<file path="config.mk">
export PLATFORM = sky130hd
export DESIGN_NAME = ssd_decoder
export DESIGN_NICKNAME = d
export VERILOG_FILES = /design/src/ssd_pkg.sv /design/src/ssd_operand_dec.sv /design/src/ssd_decoder.sv
export SDC_FILE = /design/constraint.sdc
export NUM_CORES = 1
export LEC_CHECK = 0
export BUFFER_PORTS_ARGS = -buffer_cell sky130_fd_sc_hd__buf_2
export CORE_MARGIN = 4
export CORE_UTILIZATION = 35
export DETAILED_ROUTE_END_ITERATION = 6
export HOLD_SLACK_MARGIN = 0.12
export PLACE_DENSITY = 0.63
export SLEW_MARGIN = 20
export SYNTH_ARGS = -nofsm -noshare
export SYNTH_HDL_FRONTEND = slang
export SYNTH_HIERARCHICAL = 1
export SYNTH_SLANG_ARGS = --single-unit
</file>
<file path="constraint.sdc">
create_clock -name clk_i -period 2.6 [get_ports clk_i]
set_clock_uncertainty 0.2 [all_clocks]
set_input_delay 0.52 -clock clk_i [delete_from_list [all_inputs] [get_ports clk_i]]
set_output_delay 0.52 -clock clk_i [all_outputs]
set_load 0.05 [all_outputs]
</file>
<file path="src/ssd_pkg.sv">
/*
 * shared constants and types for the shift, string and store decoder.
 * assumes a single cpu clock; the fetch unit has already split the
 * opcode into its group and raw fields before handing it over.
 */
package ssd_pkg;

	// widths
	localparam int SSD_CW = 20; // cycle total width
	localparam int SSD_MW = 16; // iteration count width

	// instruction groups handed over by the fetch unit
	typedef enum logic [3:0] {
		OP_ARITH_SHIFT_IMM = 4'h0,
		OP_LOGICAL_SHIFT_IMM = 4'h1,
		OP_ARITH_SHIFT_REG = 4'h2,
		OP_LOGICAL_SHIFT_REG = 4'h3,
		OP_ARITH_SHIFT_L_IMM = 4'h4,
		OP_LOGICAL_SHIFT_L_IMM = 4'h5,
		OP_ARITH_SHIFT_L_REG = 4'h6,
		OP_LOGICAL_SHIFT_L_REG = 4'h7,
		OP_STRING_MOVE_BACKWARD = 4'h8,
		OP_STRING_MOVE_FORWARD = 4'h9,
		OP_STRING_FILL = 4'ha,
		OP_CONTROL_REG_STORE = 4'hb,
		OP_PC_STORE = 4'hc,
		OP_CONTEXT_SAVE = 4'hd,
		OP_EXTENDED_STORE = 4'he,
		OP_NONE = 4'hf
	} ssd_op_t;

	// addressing classes of the general 4-bit operand field
	typedef enum logic [2:0] {
		MODE_DATA_REG = 3'h0,
		MODE_ADDR_REG = 3'h1,
		MODE_INDIRECT = 3'h2,
		MODE_DSP8 = 3'h3,
		MODE_DSP16 = 3'h4,
		MODE_STATIC_DSP16 = 3'h5,
		MODE_ABS16 = 3'h6
	} ssd_mode_t;

	// sequencer states, one-hot
	typedef enum logic [1:0] {
		ST_IDLE = 2'b01,
		ST_RUN = 2'b10
	} ssd_state_t;

	// general operand field codes
	localparam logic [3:0] FLD_ADDR_FIRST = 4'h4;
	localparam logic [3:0] FLD_IND_FIRST = 4'h6;
	localparam logic [3:0] FLD_DSP8_FIRST = 4'h8;
	localparam logic [3:0] FLD_DSP16_FIRST = 4'hc;
	localparam logic [3:0] FLD_STATIC_DSP16 = 4'he;
	localparam logic [3:0] FLD_ABS16 = 4'hf;
	localparam logic [3:0] FLD_WORD_CNT_CLASH = 4'h1; // word half of count register
	localparam logic [3:0] FLD_BYTE_CNT_CLASH = 4'h3; // count byte register itself
	localparam logic [3:0] FLD_PC_BAD_A = 4'h2;
	localparam logic [3:0] FLD_PC_BAD_B = 4'h3;
	localparam logic [3:0] FLD_PC_BAD_C = 4'h5;
	localparam logic [2:0] CTRL_SRC_NONE = 3'h0;
	localparam logic SIZE_BYTE = 1'b0;
	localparam logic PAIR_LOW = 1'b0; // low_register_pair; 1 is high_register_pair

	// instruction lengths in bytes
	localparam logic [2:0] LEN_SHORT = 3'h2;
	localparam logic [2:0] LEN_EXT_BASE = 3'h5;
	localparam logic [2:0] LEN_CONTEXT = 3'h7;

	// cycle figures: base for register / memory operand, and per iteration
	localparam int CYC_IMM_REG = 1;
	localparam int CYC_IMM_MEM = 2;
	localparam int CYC_CNT_REG = 2;
	localparam int CYC_CNT_MEM = 3;
	localparam int CYC_L_IMM = 3;
	localparam int CYC_L_CNT = 4;
	localparam int CYC_SHIFT_EACH = 1;
	localparam int CYC_MOVE_BASE = 5;
	localparam int CYC_MOVE_EACH = 5;
	localparam int CYC_FILL_BASE = 3;
	localparam int CYC_FILL_EACH = 2;
	localparam int CYC_CTRL_REG = 1;
	localparam int CYC_CTRL_MEM = 2;
	localparam int CYC_PC_REG = 2;
	localparam int CYC_PC_MEM = 3;
	localparam int CYC_CTX_BASE = 11;
	localparam int CYC_CTX_EACH = 2;
	localparam int CYC_EXT_REG = 3;
	localparam int CYC_EXT_MEM = 4;

	// request from the fetch unit
	typedef struct packed {
		ssd_op_t op;
		logic size;                     // 0 byte, 1 word
		logic [3:0] operand;            // general dest / src field
		logic [3:0] short_count_field;  // immediate shift count code
		logic pair_sel;                 // 32-bit register pair select
		logic [2:0] ctrl_src;           // control register source
	} ssd_req_t;

	// decoded instruction for the datapath
	typedef struct packed {
		ssd_op_t op;
		logic size;
		logic [3:0] operand;
		ssd_mode_t mode;
		logic pair_sel;
		logic [2:0] ctrl_src;
		logic shift_left;               // 1 toward msb, 0 toward lsb
		logic [7:0] shift_mag;
		logic [SSD_MW-1:0] iterations;
		logic [2:0] length;
		logic [SSD_CW-1:0] cycles;
	} ssd_dec_t;

endpackage

</file>
<file path="src/ssd_operand_dec.sv">
/*
 * classifies the general 4-bit operand field: addressing class,
 * memory or register, and displacement bytes that follow.
 * purely combinational, driven from the top decoder's request.
 */
`timescale 1ns/1ps
`default_nettype none

module ssd_operand_dec
	import ssd_pkg::*;
(
	input wire logic [3:0] field_i,
	output ssd_mode_t mode_o,
	output logic is_mem_o,
	output logic [1:0] extra_bytes_o
);

	// code order: data regs, address regs, indirect, dsp8, dsp16, static dsp16, abs16
	always_comb begin
		if (field_i < FLD_ADDR_FIRST) begin
			mode_o = MODE_DATA_REG;
		end else if (field_i < FLD_IND_FIRST) begin
			mode_o = MODE_ADDR_REG;
		end else if (field_i < FLD_DSP8_FIRST) begin
			mode_o = MODE_INDIRECT;
		end else if (field_i < FLD_DSP16_FIRST) begin
			mode_o = MODE_DSP8;
		end else if (field_i == FLD_STATIC_DSP16) begin
			mode_o = MODE_STATIC_DSP16;
		end else if (field_i == FLD_ABS16) begin
			mode_o = MODE_ABS16;
		end else begin
			mode_o = MODE_DSP16;
		end
	end

	// memory operands and the extension bytes they bring
	always_comb begin
		is_mem_o = (field_i >= FLD_IND_FIRST);
		if (field_i >= FLD_DSP16_FIRST) begin
			extra_bytes_o = 2'h2;
		end else if (field_i >= FLD_DSP8_FIRST) begin
			extra_bytes_o = 2'h1;
		end else begin
			extra_bytes_o = 2'h0;
		end
	end

endmodule

`default_nettype wire

</file>
<file path="src/ssd_decoder.sv">
/*
 * decoder and cycle sequencer for shifts, string moves, string fill,
 * control register / pc store, context save and extended store.
 * assumes the fetch unit presents one predecoded request at a time and
 * the datapath supplies the count byte and the transfer count.
 */
// Behaviour
// - short count codes 0000-0111 mean +1..+8, 1000-1111 mean -1..-8.
// - operand field orders data, address, indirect, dsp8, dsp16, static dsp16, abs16.
// - register-count shifts refuse byte code 0011 and word code 0001.
// - register-count byte/word shifts take 2+m register, 3+m memory cycles.
// - immediate byte/word shifts take 1+m register, 2+m memory cycles.
// - 32-bit arithmetic immediate shift selects low or high pair by one bit.
// - 32-bit register-count shifts are 2 bytes, 4+m cycles, pair select bit.
// - 32-bit logical immediate shift is 2 bytes, 3+m cycles.
// - backward and forward string moves are 2 bytes, 5+5m cycles.
// - string fill is 2 bytes, 3+2m cycles.
// - control register store decodes 3-bit source; code 000 refused.
// - pc store refuses operand codes 0010, 0011 and 0101.
// - context save is 7 bytes, 11+2m cycles.
// - extended store is 5 to 7 bytes as source displacement widens.
`timescale 1ns/1ps
`default_nettype none

module ssd_decoder
	import ssd_pkg::*;
(
	input wire logic clk_i,
	input wire logic arst_n_i,
	input wire logic req_valid_i,
	input wire ssd_req_t req_i,
	input wire logic [7:0] count_byte_register_i,
	input wire logic [SSD_MW-1:0] transfer_count_i,
	output logic req_ready_o,
	output logic start_o,
	output ssd_dec_t dec_o,
	output logic hold_o,
	output logic done_o,
	output logic undef_o
);

	// whole module state
	typedef struct packed {
		ssd_state_t st;
		logic [SSD_CW-1:0] remain;
		ssd_dec_t dec;
		logic ready;
		logic start;
		logic hold;
		logic done;
		logic undef;
	} ssd_regs_t;

	ssd_regs_t r_q;
	ssd_regs_t r_d;
	ssd_dec_t dec_now;
	ssd_mode_t op_mode;
	logic op_is_mem;
	logic [1:0] op_extra;
	logic refused;

	// short count code: bit 3 gives the sign, low bits the magnitude minus one
	function automatic logic [7:0] short_mag(input logic [3:0] code);
		short_mag = {5'h00, code[2:0]} + 8'h01;
	endfunction

	function automatic logic short_left(input logic [3:0] code);
		short_left = ~code[3];
	endfunction

	// magnitude of a signed count byte; -128 gives 128
	function automatic logic [7:0] byte_mag(input logic [7:0] v);
		byte_mag = v[7] ? (8'h00 - v) : v;
	endfunction

	// base plus per-iteration cost
	function automatic logic [SSD_CW-1:0] total(input int base, input int each,
			input logic [SSD_MW-1:0] m);
		total = SSD_CW'(base) + SSD_CW'(each) * SSD_CW'(m);
	endfunction

	ssd_operand_dec u_operand (
		.field_i(req_i.operand),
		.mode_o(op_mode),
		.is_mem_o(op_is_mem),
		.extra_bytes_o(op_extra)
	);

	// decode the request and work out length and cycle total
	always_comb begin
		dec_now = '0;
		refused = 1'b0;
		dec_now.op = req_i.op;
		dec_now.size = req_i.size;
		dec_now.operand = req_i.operand;
		dec_now.mode = op_mode;
		dec_now.pair_sel = req_i.pair_sel;
		dec_now.ctrl_src = req_i.ctrl_src;
		dec_now.length = LEN_SHORT + {1'b0, op_extra};
		case (req_i.op)
			OP_ARITH_SHIFT_IMM, OP_LOGICAL_SHIFT_IMM: begin
				dec_now.shift_left = short_left(req_i.short_count_field);
				dec_now.shift_mag = short_mag(req_i.short_count_field);
				dec_now.iterations = SSD_MW'(dec_now.shift_mag);
				dec_now.cycles = total(op_is_mem ? CYC_IMM_MEM : CYC_IMM_REG,
					CYC_SHIFT_EACH, dec_now.iterations);
			end
			OP_ARITH_SHIFT_REG, OP_LOGICAL_SHIFT_REG: begin
				if (req_i.size == SIZE_BYTE) begin
					refused = (req_i.operand == FLD_BYTE_CNT_CLASH);
				end else begin
					refused = (req_i.operand == FLD_WORD_CNT_CLASH);
				end
				dec_now.shift_left = ~count_byte_register_i[7];
				dec_now.shift_mag = byte_mag(count_byte_register_i);
				dec_now.iterations = SSD_MW'(dec_now.shift_mag);
				dec_now.cycles = total(op_is_mem ? CYC_CNT_MEM : CYC_CNT_REG,
					CYC_SHIFT_EACH, dec_now.iterations);
			end
			OP_ARITH_SHIFT_L_IMM, OP_LOGICAL_SHIFT_L_IMM: begin
				dec_now.mode = MODE_DATA_REG; // pair chosen by pair_sel
				dec_now.length = LEN_SHORT;
				dec_now.shift_left = short_left(req_i.short_count_field);
				dec_now.shift_mag = short_mag(req_i.short_count_field);
				dec_now.iterations = SSD_MW'(dec_now.shift_mag);
				dec_now.cycles = total(CYC_L_IMM, CYC_SHIFT_EACH, dec_now.iterations);
			end
			OP_ARITH_SHIFT_L_REG, OP_LOGICAL_SHIFT_L_REG: begin
				dec_now.mode = MODE_DATA_REG;
				dec_now.length = LEN_SHORT;
				dec_now.shift_left = ~count_byte_register_i[7];
				dec_now.shift_mag = byte_mag(count_byte_register_i);
				dec_now.iterations = SSD_MW'(dec_now.shift_mag);
				dec_now.cycles = total(CYC_L_CNT, CYC_SHIFT_EACH, dec_now.iterations);
			end
			OP_STRING_MOVE_BACKWARD, OP_STRING_MOVE_FORWARD: begin
				dec_now.length = LEN_SHORT;
				dec_now.iterations = transfer_count_i;
				dec_now.cycles = total(CYC_MOVE_BASE, CYC_MOVE_EACH, transfer_count_i);
			end
			OP_STRING_FILL: begin
				dec_now.length = LEN_SHORT;
				dec_now.iterations = transfer_count_i;
				dec_now.cycles = total(CYC_FILL_BASE, CYC_FILL_EACH, transfer_count_i);
			end
			OP_CONTROL_REG_STORE: begin
				refused = (req_i.ctrl_src == CTRL_SRC_NONE);
				dec_now.cycles = total(op_is_mem ? CYC_CTRL_MEM : CYC_CTRL_REG, 0, '0);
			end
			OP_PC_STORE: begin
				refused = (req_i.operand == FLD_PC_BAD_A) || (req_i.operand == FLD_PC_BAD_B)
					|| (req_i.operand == FLD_PC_BAD_C);
				dec_now.cycles = total(op_is_mem ? CYC_PC_MEM : CYC_PC_REG, 0, '0);
			end
			OP_CONTEXT_SAVE: begin
				dec_now.length = LEN_CONTEXT;
				dec_now.iterations = transfer_count_i;
				dec_now.cycles = total(CYC_CTX_BASE, CYC_CTX_EACH, transfer_count_i);
			end
			OP_EXTENDED_STORE: begin
				dec_now.length = LEN_EXT_BASE + {1'b0, op_extra};
				dec_now.cycles = total(op_is_mem ? CYC_EXT_MEM : CYC_EXT_REG, 0, '0);
			end
			default: begin
				refused = 1'b1; // groups outside this decoder
			end
		endcase
	end

	// sequencer: accept, run for the cycle total, then release the pipeline
	always_comb begin
		r_d = r_q;
		r_d.start = 1'b0;
		r_d.done = 1'b0;
		r_d.undef = 1'b0;
		case (r_q.st)
			ST_IDLE: begin
				if (req_valid_i) begin
					if (refused) begin
						r_d.undef = 1'b1; // nothing started
					end else begin
						r_d.dec = dec_now;
						r_d.start = 1'b1;
						r_d.hold = 1'b1;
						r_d.ready = 1'b0;
						r_d.remain = dec_now.cycles - SSD_CW'(1);
						r_d.st = ST_RUN;
					end
				end
			end
			ST_RUN: begin
				if (r_q.remain == '0) begin
					r_d.hold = 1'b0; // whole cycle total counted down
					r_d.done = 1'b1;
					r_d.ready = 1'b1;
					r_d.st = ST_IDLE;
				end else begin
					r_d.remain = r_q.remain - SSD_CW'(1);
				end
			end
			default: begin
				r_d = '0;
				r_d.st = ST_IDLE;
				r_d.ready = 1'b1;
			end
		endcase
	end

	// state register
	always_ff @(posedge clk_i or negedge arst_n_i) begin
		if (!arst_n_i) begin
			r_q <= '{st: ST_IDLE, ready: 1'b1, default: '0};
		end else begin
			r_q <= r_d;
		end
	end

	// outputs straight from the state register
	assign req_ready_o = r_q.ready;
	assign start_o = r_q.start;
	assign dec_o = r_q.dec;
	assign hold_o = r_q.hold;
	assign done_o = r_q.done;
	assign undef_o = r_q.undef;

endmodule

`default_nettype wire

</file>
== Word-level counts from Yosys, hierarchy flattened ==
Cells that the tools add are included.
W data, S select, Z words.

* Flip-flop bits (word level): 91
* Input bits: 44

* $add $sub $neg: 13
* $mul: 1
* Order comparisons: 7
* Equality and inequality tests: 26
* Multiplexer cells: 34
* Bitwise logic cells: 3
* Reduce and logical (&&, ||, !) cells: 19

{| class="wikitable"
|+ Operators with widths
! kind !! number
|-
| $pmux W20 S10 || 1
|-
| $mux W89 || 2
|-
| $pmux W64 S2 || 1
|-
| $pmux W16 S3 || 1
|-
| $pmux W22 S2 || 1
|-
| $add A20 B8 Y20 || 2
|-
| $sub A20 B1 Y20 const B || 2
|-
| $eq A4 B4 Y1 const B || 9
|-
| $mux W3 || 7
|-
| $add A3 B19 Y20 const A || 1
|-
| $eq A4 B3 Y1 const B || 5
|-
| $logic_not A20 Y1 || 1
|-
| $mux W20 || 1
|-
| $mul A3 B16 Y19 const A || 1
|-
| $add A2 B17 Y18 const A || 1
|-
| $add A4 B17 Y18 const A || 1
|-
| $pmux W9 S2 || 1
|-
| $eq A4 B2 Y1 const B || 4
|-
| $reduce_or A4 Y1 || 4
|-
| $reduce_or A11 Y1 || 1
|-
| $mux W2 || 5
|-
| $reduce_or A2 Y1 || 5
|-
| $add A3 B8 Y9 const A || 1
|-
| $mux W1 || 9
|-
| 23 further kinds || 36
|}

== Logic depth before layout (Yosys ltp) ==
* Depth after elaboration: 11
* Depth in mapped cells: 15

== Cells and area by module ==
Netlist, hierarchy kept.

{| class="wikitable"
|+ Modules (own cells, without submodules)
! module !! instances !! cells each !! area an instance (um2) !! sequential area each (um2)
|-
| ssd_decoder || 1 || 866 || 7443.4 || 2229.6
|-
| ssd_operand_dec || 1 || 12 || 61.3 || 0.0
|}

== Least setup slack after synthesis ==
Ideal clock, no wire load.

* Path type: input to register
* Start point: input transfer_count_i[2]
* End point: register r_q[86] (netlist bit)
* Setup time: 0.087 ns
* Data arrival time: 3.878 ns
* Data required time: 2.313 ns
* Path slack: -1.564 ns
* Cell stages on the path: 12
* Path buffers: 0
* Cells stage by stage: ha_1 > ha_1 > ha_1 > a211oi_2 > a21oi_1 > a31o_2 > a211o_1 > a2111o_1 > or4b_4 > nand2b_4 > or3_1 > o211ai_1

* Longest elaborated chain between the ends: 7
* Elaborated cells on any way between the ends: 9
* Those cells by class: add/sub: 4; mul: 1; mux: 4

{| class="wikitable"
|+ RTL lines
! what !! RTL line !! source
|-
| start: declaration || ssd_decoder.sv:33 || <nowiki>input wire logic [SSD_MW-1:0] transfer_count_i,</nowiki>
|-
| $mul A3 B16 Y19 || ssd_decoder.sv:79 || <nowiki>total = SSD_CW'(base) + SSD_CW'(each) * SSD_CW'(m);</nowiki>
|-
| $add A3 B19 Y20 || ssd_decoder.sv:79 ||
|-
| $pmux W20 S10 (*) || ssd_decoder.sv:100 || <nowiki>case (req_i.op)</nowiki>
|-
| $sub A20 B1 Y20 (*) || ssd_decoder.sv:186 || <nowiki>r_d.remain = dec_now.cycles - SSD_CW'(1);</nowiki>
|-
| $mux W89 (*) || ssd_decoder.sv:179 || <nowiki>if (refused) begin</nowiki>
|-
| $mux W89 (*) || ssd_decoder.sv:178 || <nowiki>if (req_valid_i) begin</nowiki>
|-
| $pmux W22 S2 (*) || ssd_decoder.sv:176 || <nowiki>case (r_q.st)</nowiki>
|-
| end signal: assignment || ssd_decoder.sv:214 || <nowiki>r_q <= r_d;</nowiki>
|-
| end: declaration || ssd_decoder.sv:54 || <nowiki>ssd_regs_t r_q;</nowiki>
|}

Every way passes the cells marked *; elsewhere a longest branch is shown, timed or not. The select of a mux whose other input is x is not followed.
A chain may end at the register's enable or synchronous reset.

== Final worst setup path ==
* Start point: input transfer_count_i[3]
* End point: register r_q[86] (netlist bit)

The elaborated chain is that of the path after synthesis.

==> results_dict.tcl <==
set metrics [dict create \
    ys_top_cells_by_count "87 x dfrtp_1, 75 x nand2_1, 69 x o21ai_0" \
    grt.overflow.total 0 \
    violations "negative setup slack" \
    portBuffers 111 \
    rows 53 \
    crit_chain "buf_8 > ha_4 > ha_4 > ha_4 > a211oi_4 > buf_4 > o21ai_2 > a211oi_2 > nor2_1 > a2111o_1 > or4b_4 > nand2b_4 > or3_4 > o211ai_1" \
    start_kind "primary input" \
    fmax_ghz 0.268 \
    routed_wl_um 24300 \
    synth_warnings 6 \
    arrival_ns 3.80 \
    timing.setup.tns_ns -15.64 \
    maxSlewHeadroom_pct 59.7 \
    cap_viol_max_count 0 \
    hp-start "req_i[3]" \
    drv_slew 0 \
    p_total_uw 8400 \
    grt_pass1_wl_um 38800 \
    drt-initial-drc-count 560 \
    synth_area_um2 7500 \
    crit_family "compound AO/OA/AOI/OAI gates" \
    synth_fp_nets 983 \
    synth_seq_area_share_pct 29.7 \
    io_pins 113 \
    synthArstFlopShare_pct 100 \
    antenna_cells 0 \
    synth-edff-count 0 \
    cts.path.max_buffers 2 \
    grt_max_degree 54 \
    dieArea_um2 23800 \
    r2r_start "r_q[74]" \
    regToRegEndpoint "r_q[87]" \
    path_buf_inv 2 \
    rsz0062_at_grt "yes" \
    remaining_drc_errors 0 \
    ff2ff_setup_slack_ns -0.02 \
    r2r_cells 8 \
    crit_top_cell "ha_4" \
    vdd_drop_max_v 0.000445 \
    p_per_area_nw_per_um2 748 \
    track_usage_pct 19.8 \
    start_util_pct 35.6 \
    syn_inst 878 \
    stdcell_area_um2 11200 \
    cts_max_level 3 \
    drt_first_pass_iters 5 \
    vias_per_cell 5.39 \
    cts_made_buffers 9 \
    final_nets 1221 \
    clk_latency_ns 0.34 \
    hp-class "primary input to flop" \
    whs_path_depth 2 \
    synth_cell_types 81 \
    tightest_slew_ns 0.601 \
    core-area_um2 21100 \
    die_y_um 154 \
    die_w_um 154 \
    clock_sinks 89 \
    cts.clk_slew.worst_paths_ns 0.06 \
    hold_ws_ns 0.199 \
    num_vias 7530 \
    synth_top_flop_cell "dfrtp_1" \
    finalHoldViolCount 0 \
    grt_pass1_vias 7355 \
    layout_setup_ws_ns -1.14 \
    max_stage_delay_ns 0.53 \
    syn2layout_area_growth_pct 49.7 \
    hold_path_end "dec_o[51]" \
    synth.area.top_cells "dfrtp_1 29%, ha_1 10%, buf_4 6.8%" \
    antenna_found_initial 0 \
    place_ws_ns -1.60 \
    hpwl_um 18700 \
    worstPathMaxFanout 3 \
    ant_nets 0 \
    routedWlPerCell_um 17.4 \
    path_class "primary input to flop" \
    place_area_um2 10100 \
    synth_seq_cells 89 \
    synth_most_common_cell "dfrtp_1" \
    finalSetupViolations 29 \
    yosys.area.top_type "dfrtp_1" \
    power_leakage_uw 0.00516 \
    synth.top_cell.area_share_pct 29.0 \
    clock-root-buffer "clkbuf_16" \
    status "complete, but fails checks" \
    cts_tree "done" \
    worst_ep_required_time_ns 2.66 \
    endpoint_kind "flop" \
    period_needed_ns 3.74 \
    drive_gt1_share_pct 46.2 \
    fin_crit_sh_pct 144 \
    cp_slowest_cell "or4b_4" \
    gp_congestion 0.920 \
    synth_area_per_cell_um2 8.55 \
]
==> layer usage <==
metal / global-route usage, % / up-vias / part of all wire, %
li1: - / 3665 / -
met1: 27.7 / 3649 / 46
met2: 33.3 / 195 / 49
met3: 2.38 / 21 / 4.3
met4: 4.04 / 0 / 1.3
met5: 0 / - / 0
==> sequential cells by signal, indices dropped and copies added, names as in the netlist <==
register	count
done_o	1
req_ready_o	1
dec_o	63
r_q	22
start_o	1
undef_o	1
==> cell usage in the layout, fill, tap and decap left out, types with 18 or more instances in the layout <==
master / n
buf_6: 26
nor3_1: 18
buf_2: 97
a22o_1: 43
nand2_1: 65
o21ai_0: 49
buf_4: 198
dfrtp_1: 86
a21oi_1: 34
ha_1: 19
inv_1: 20
nor2_1: 50
nand3_1: 21
ha_4: 39
==> report_power, final <==
| group | internal (µW) | leakage (µW) | switching, µW |
|---|---|---|---|
| clock network | 744 | 0.000139 | 543 |
| registers | 1690 | 0.00121 | 227 |
| logic | 2100 | 0.00381 | 3100 |
==> layout make-up <==
type                            count  area, µm²
Clock buffer                       11        233
Clock inverter                      5       56.3
Fill cell                        1947       9850
Inverter                           28        110
Multi-Input combinational cell    654       5770
Sequential cell                    89       2230
Tap cell                          275        344
Timing Repair Buffer              334       2490
==> cells by family (layout without fill, tap and decap cells) <==
family	after synthesis	after routing	share of synthesized area, %
AND/OR/NAND/NOR	286	286	19.9
AO/OA/AOI/OAI	259	259	24.1
buffers and inverters	135	378	10.4
flip-flops	89	89	29.7
adder cells (fa/ha/maj)	61	61	10.3
XOR/XNOR	39	39	4.55
multiplexers	8	8	1.07
other	1	1	0.0500
==> stage by stage <==
stage	util, %	instances
floorplan	-	878
global placement	47.8	1360
detailed placement	47.8	1360
CTS	51.9	1388
global route	53.3	1396
finish	53.3	1396
==> timing repair <==
action / CTS / global route
setup endpoints to repair: 81 / 83
resized for setup: 96 / 54
hold buffers: 1 / 0
hold endpoints to repair: 34 / 0
buffers inserted: 14 / 12
pin swaps: 51 / 53
==> worst max path at each step <==
| stage | start | to | cells after the start | slack, ns |
|---|---|---|---|---|
| 5_1_grt | transfer_count_i[4] | r_q[86] | 13 | -1.20 |
| 4_1_cts | transfer_count_i[4] | r_q[86] | 13 | -1.11 |
| 6_report | transfer_count_i[3] | r_q[86] | 14 | -1.14 |
| 2_1_floorplan | transfer_count_i[2] | r_q[86] | 12 | -1.31 |
| 3_3_place_gp | transfer_count_i[4] | r_q[86] | 13 | -1.52 |
| 3_5_place_dp | transfer_count_i[4] | r_q[86] | 13 | -1.60 |
(Power assumes the default switching activity.)
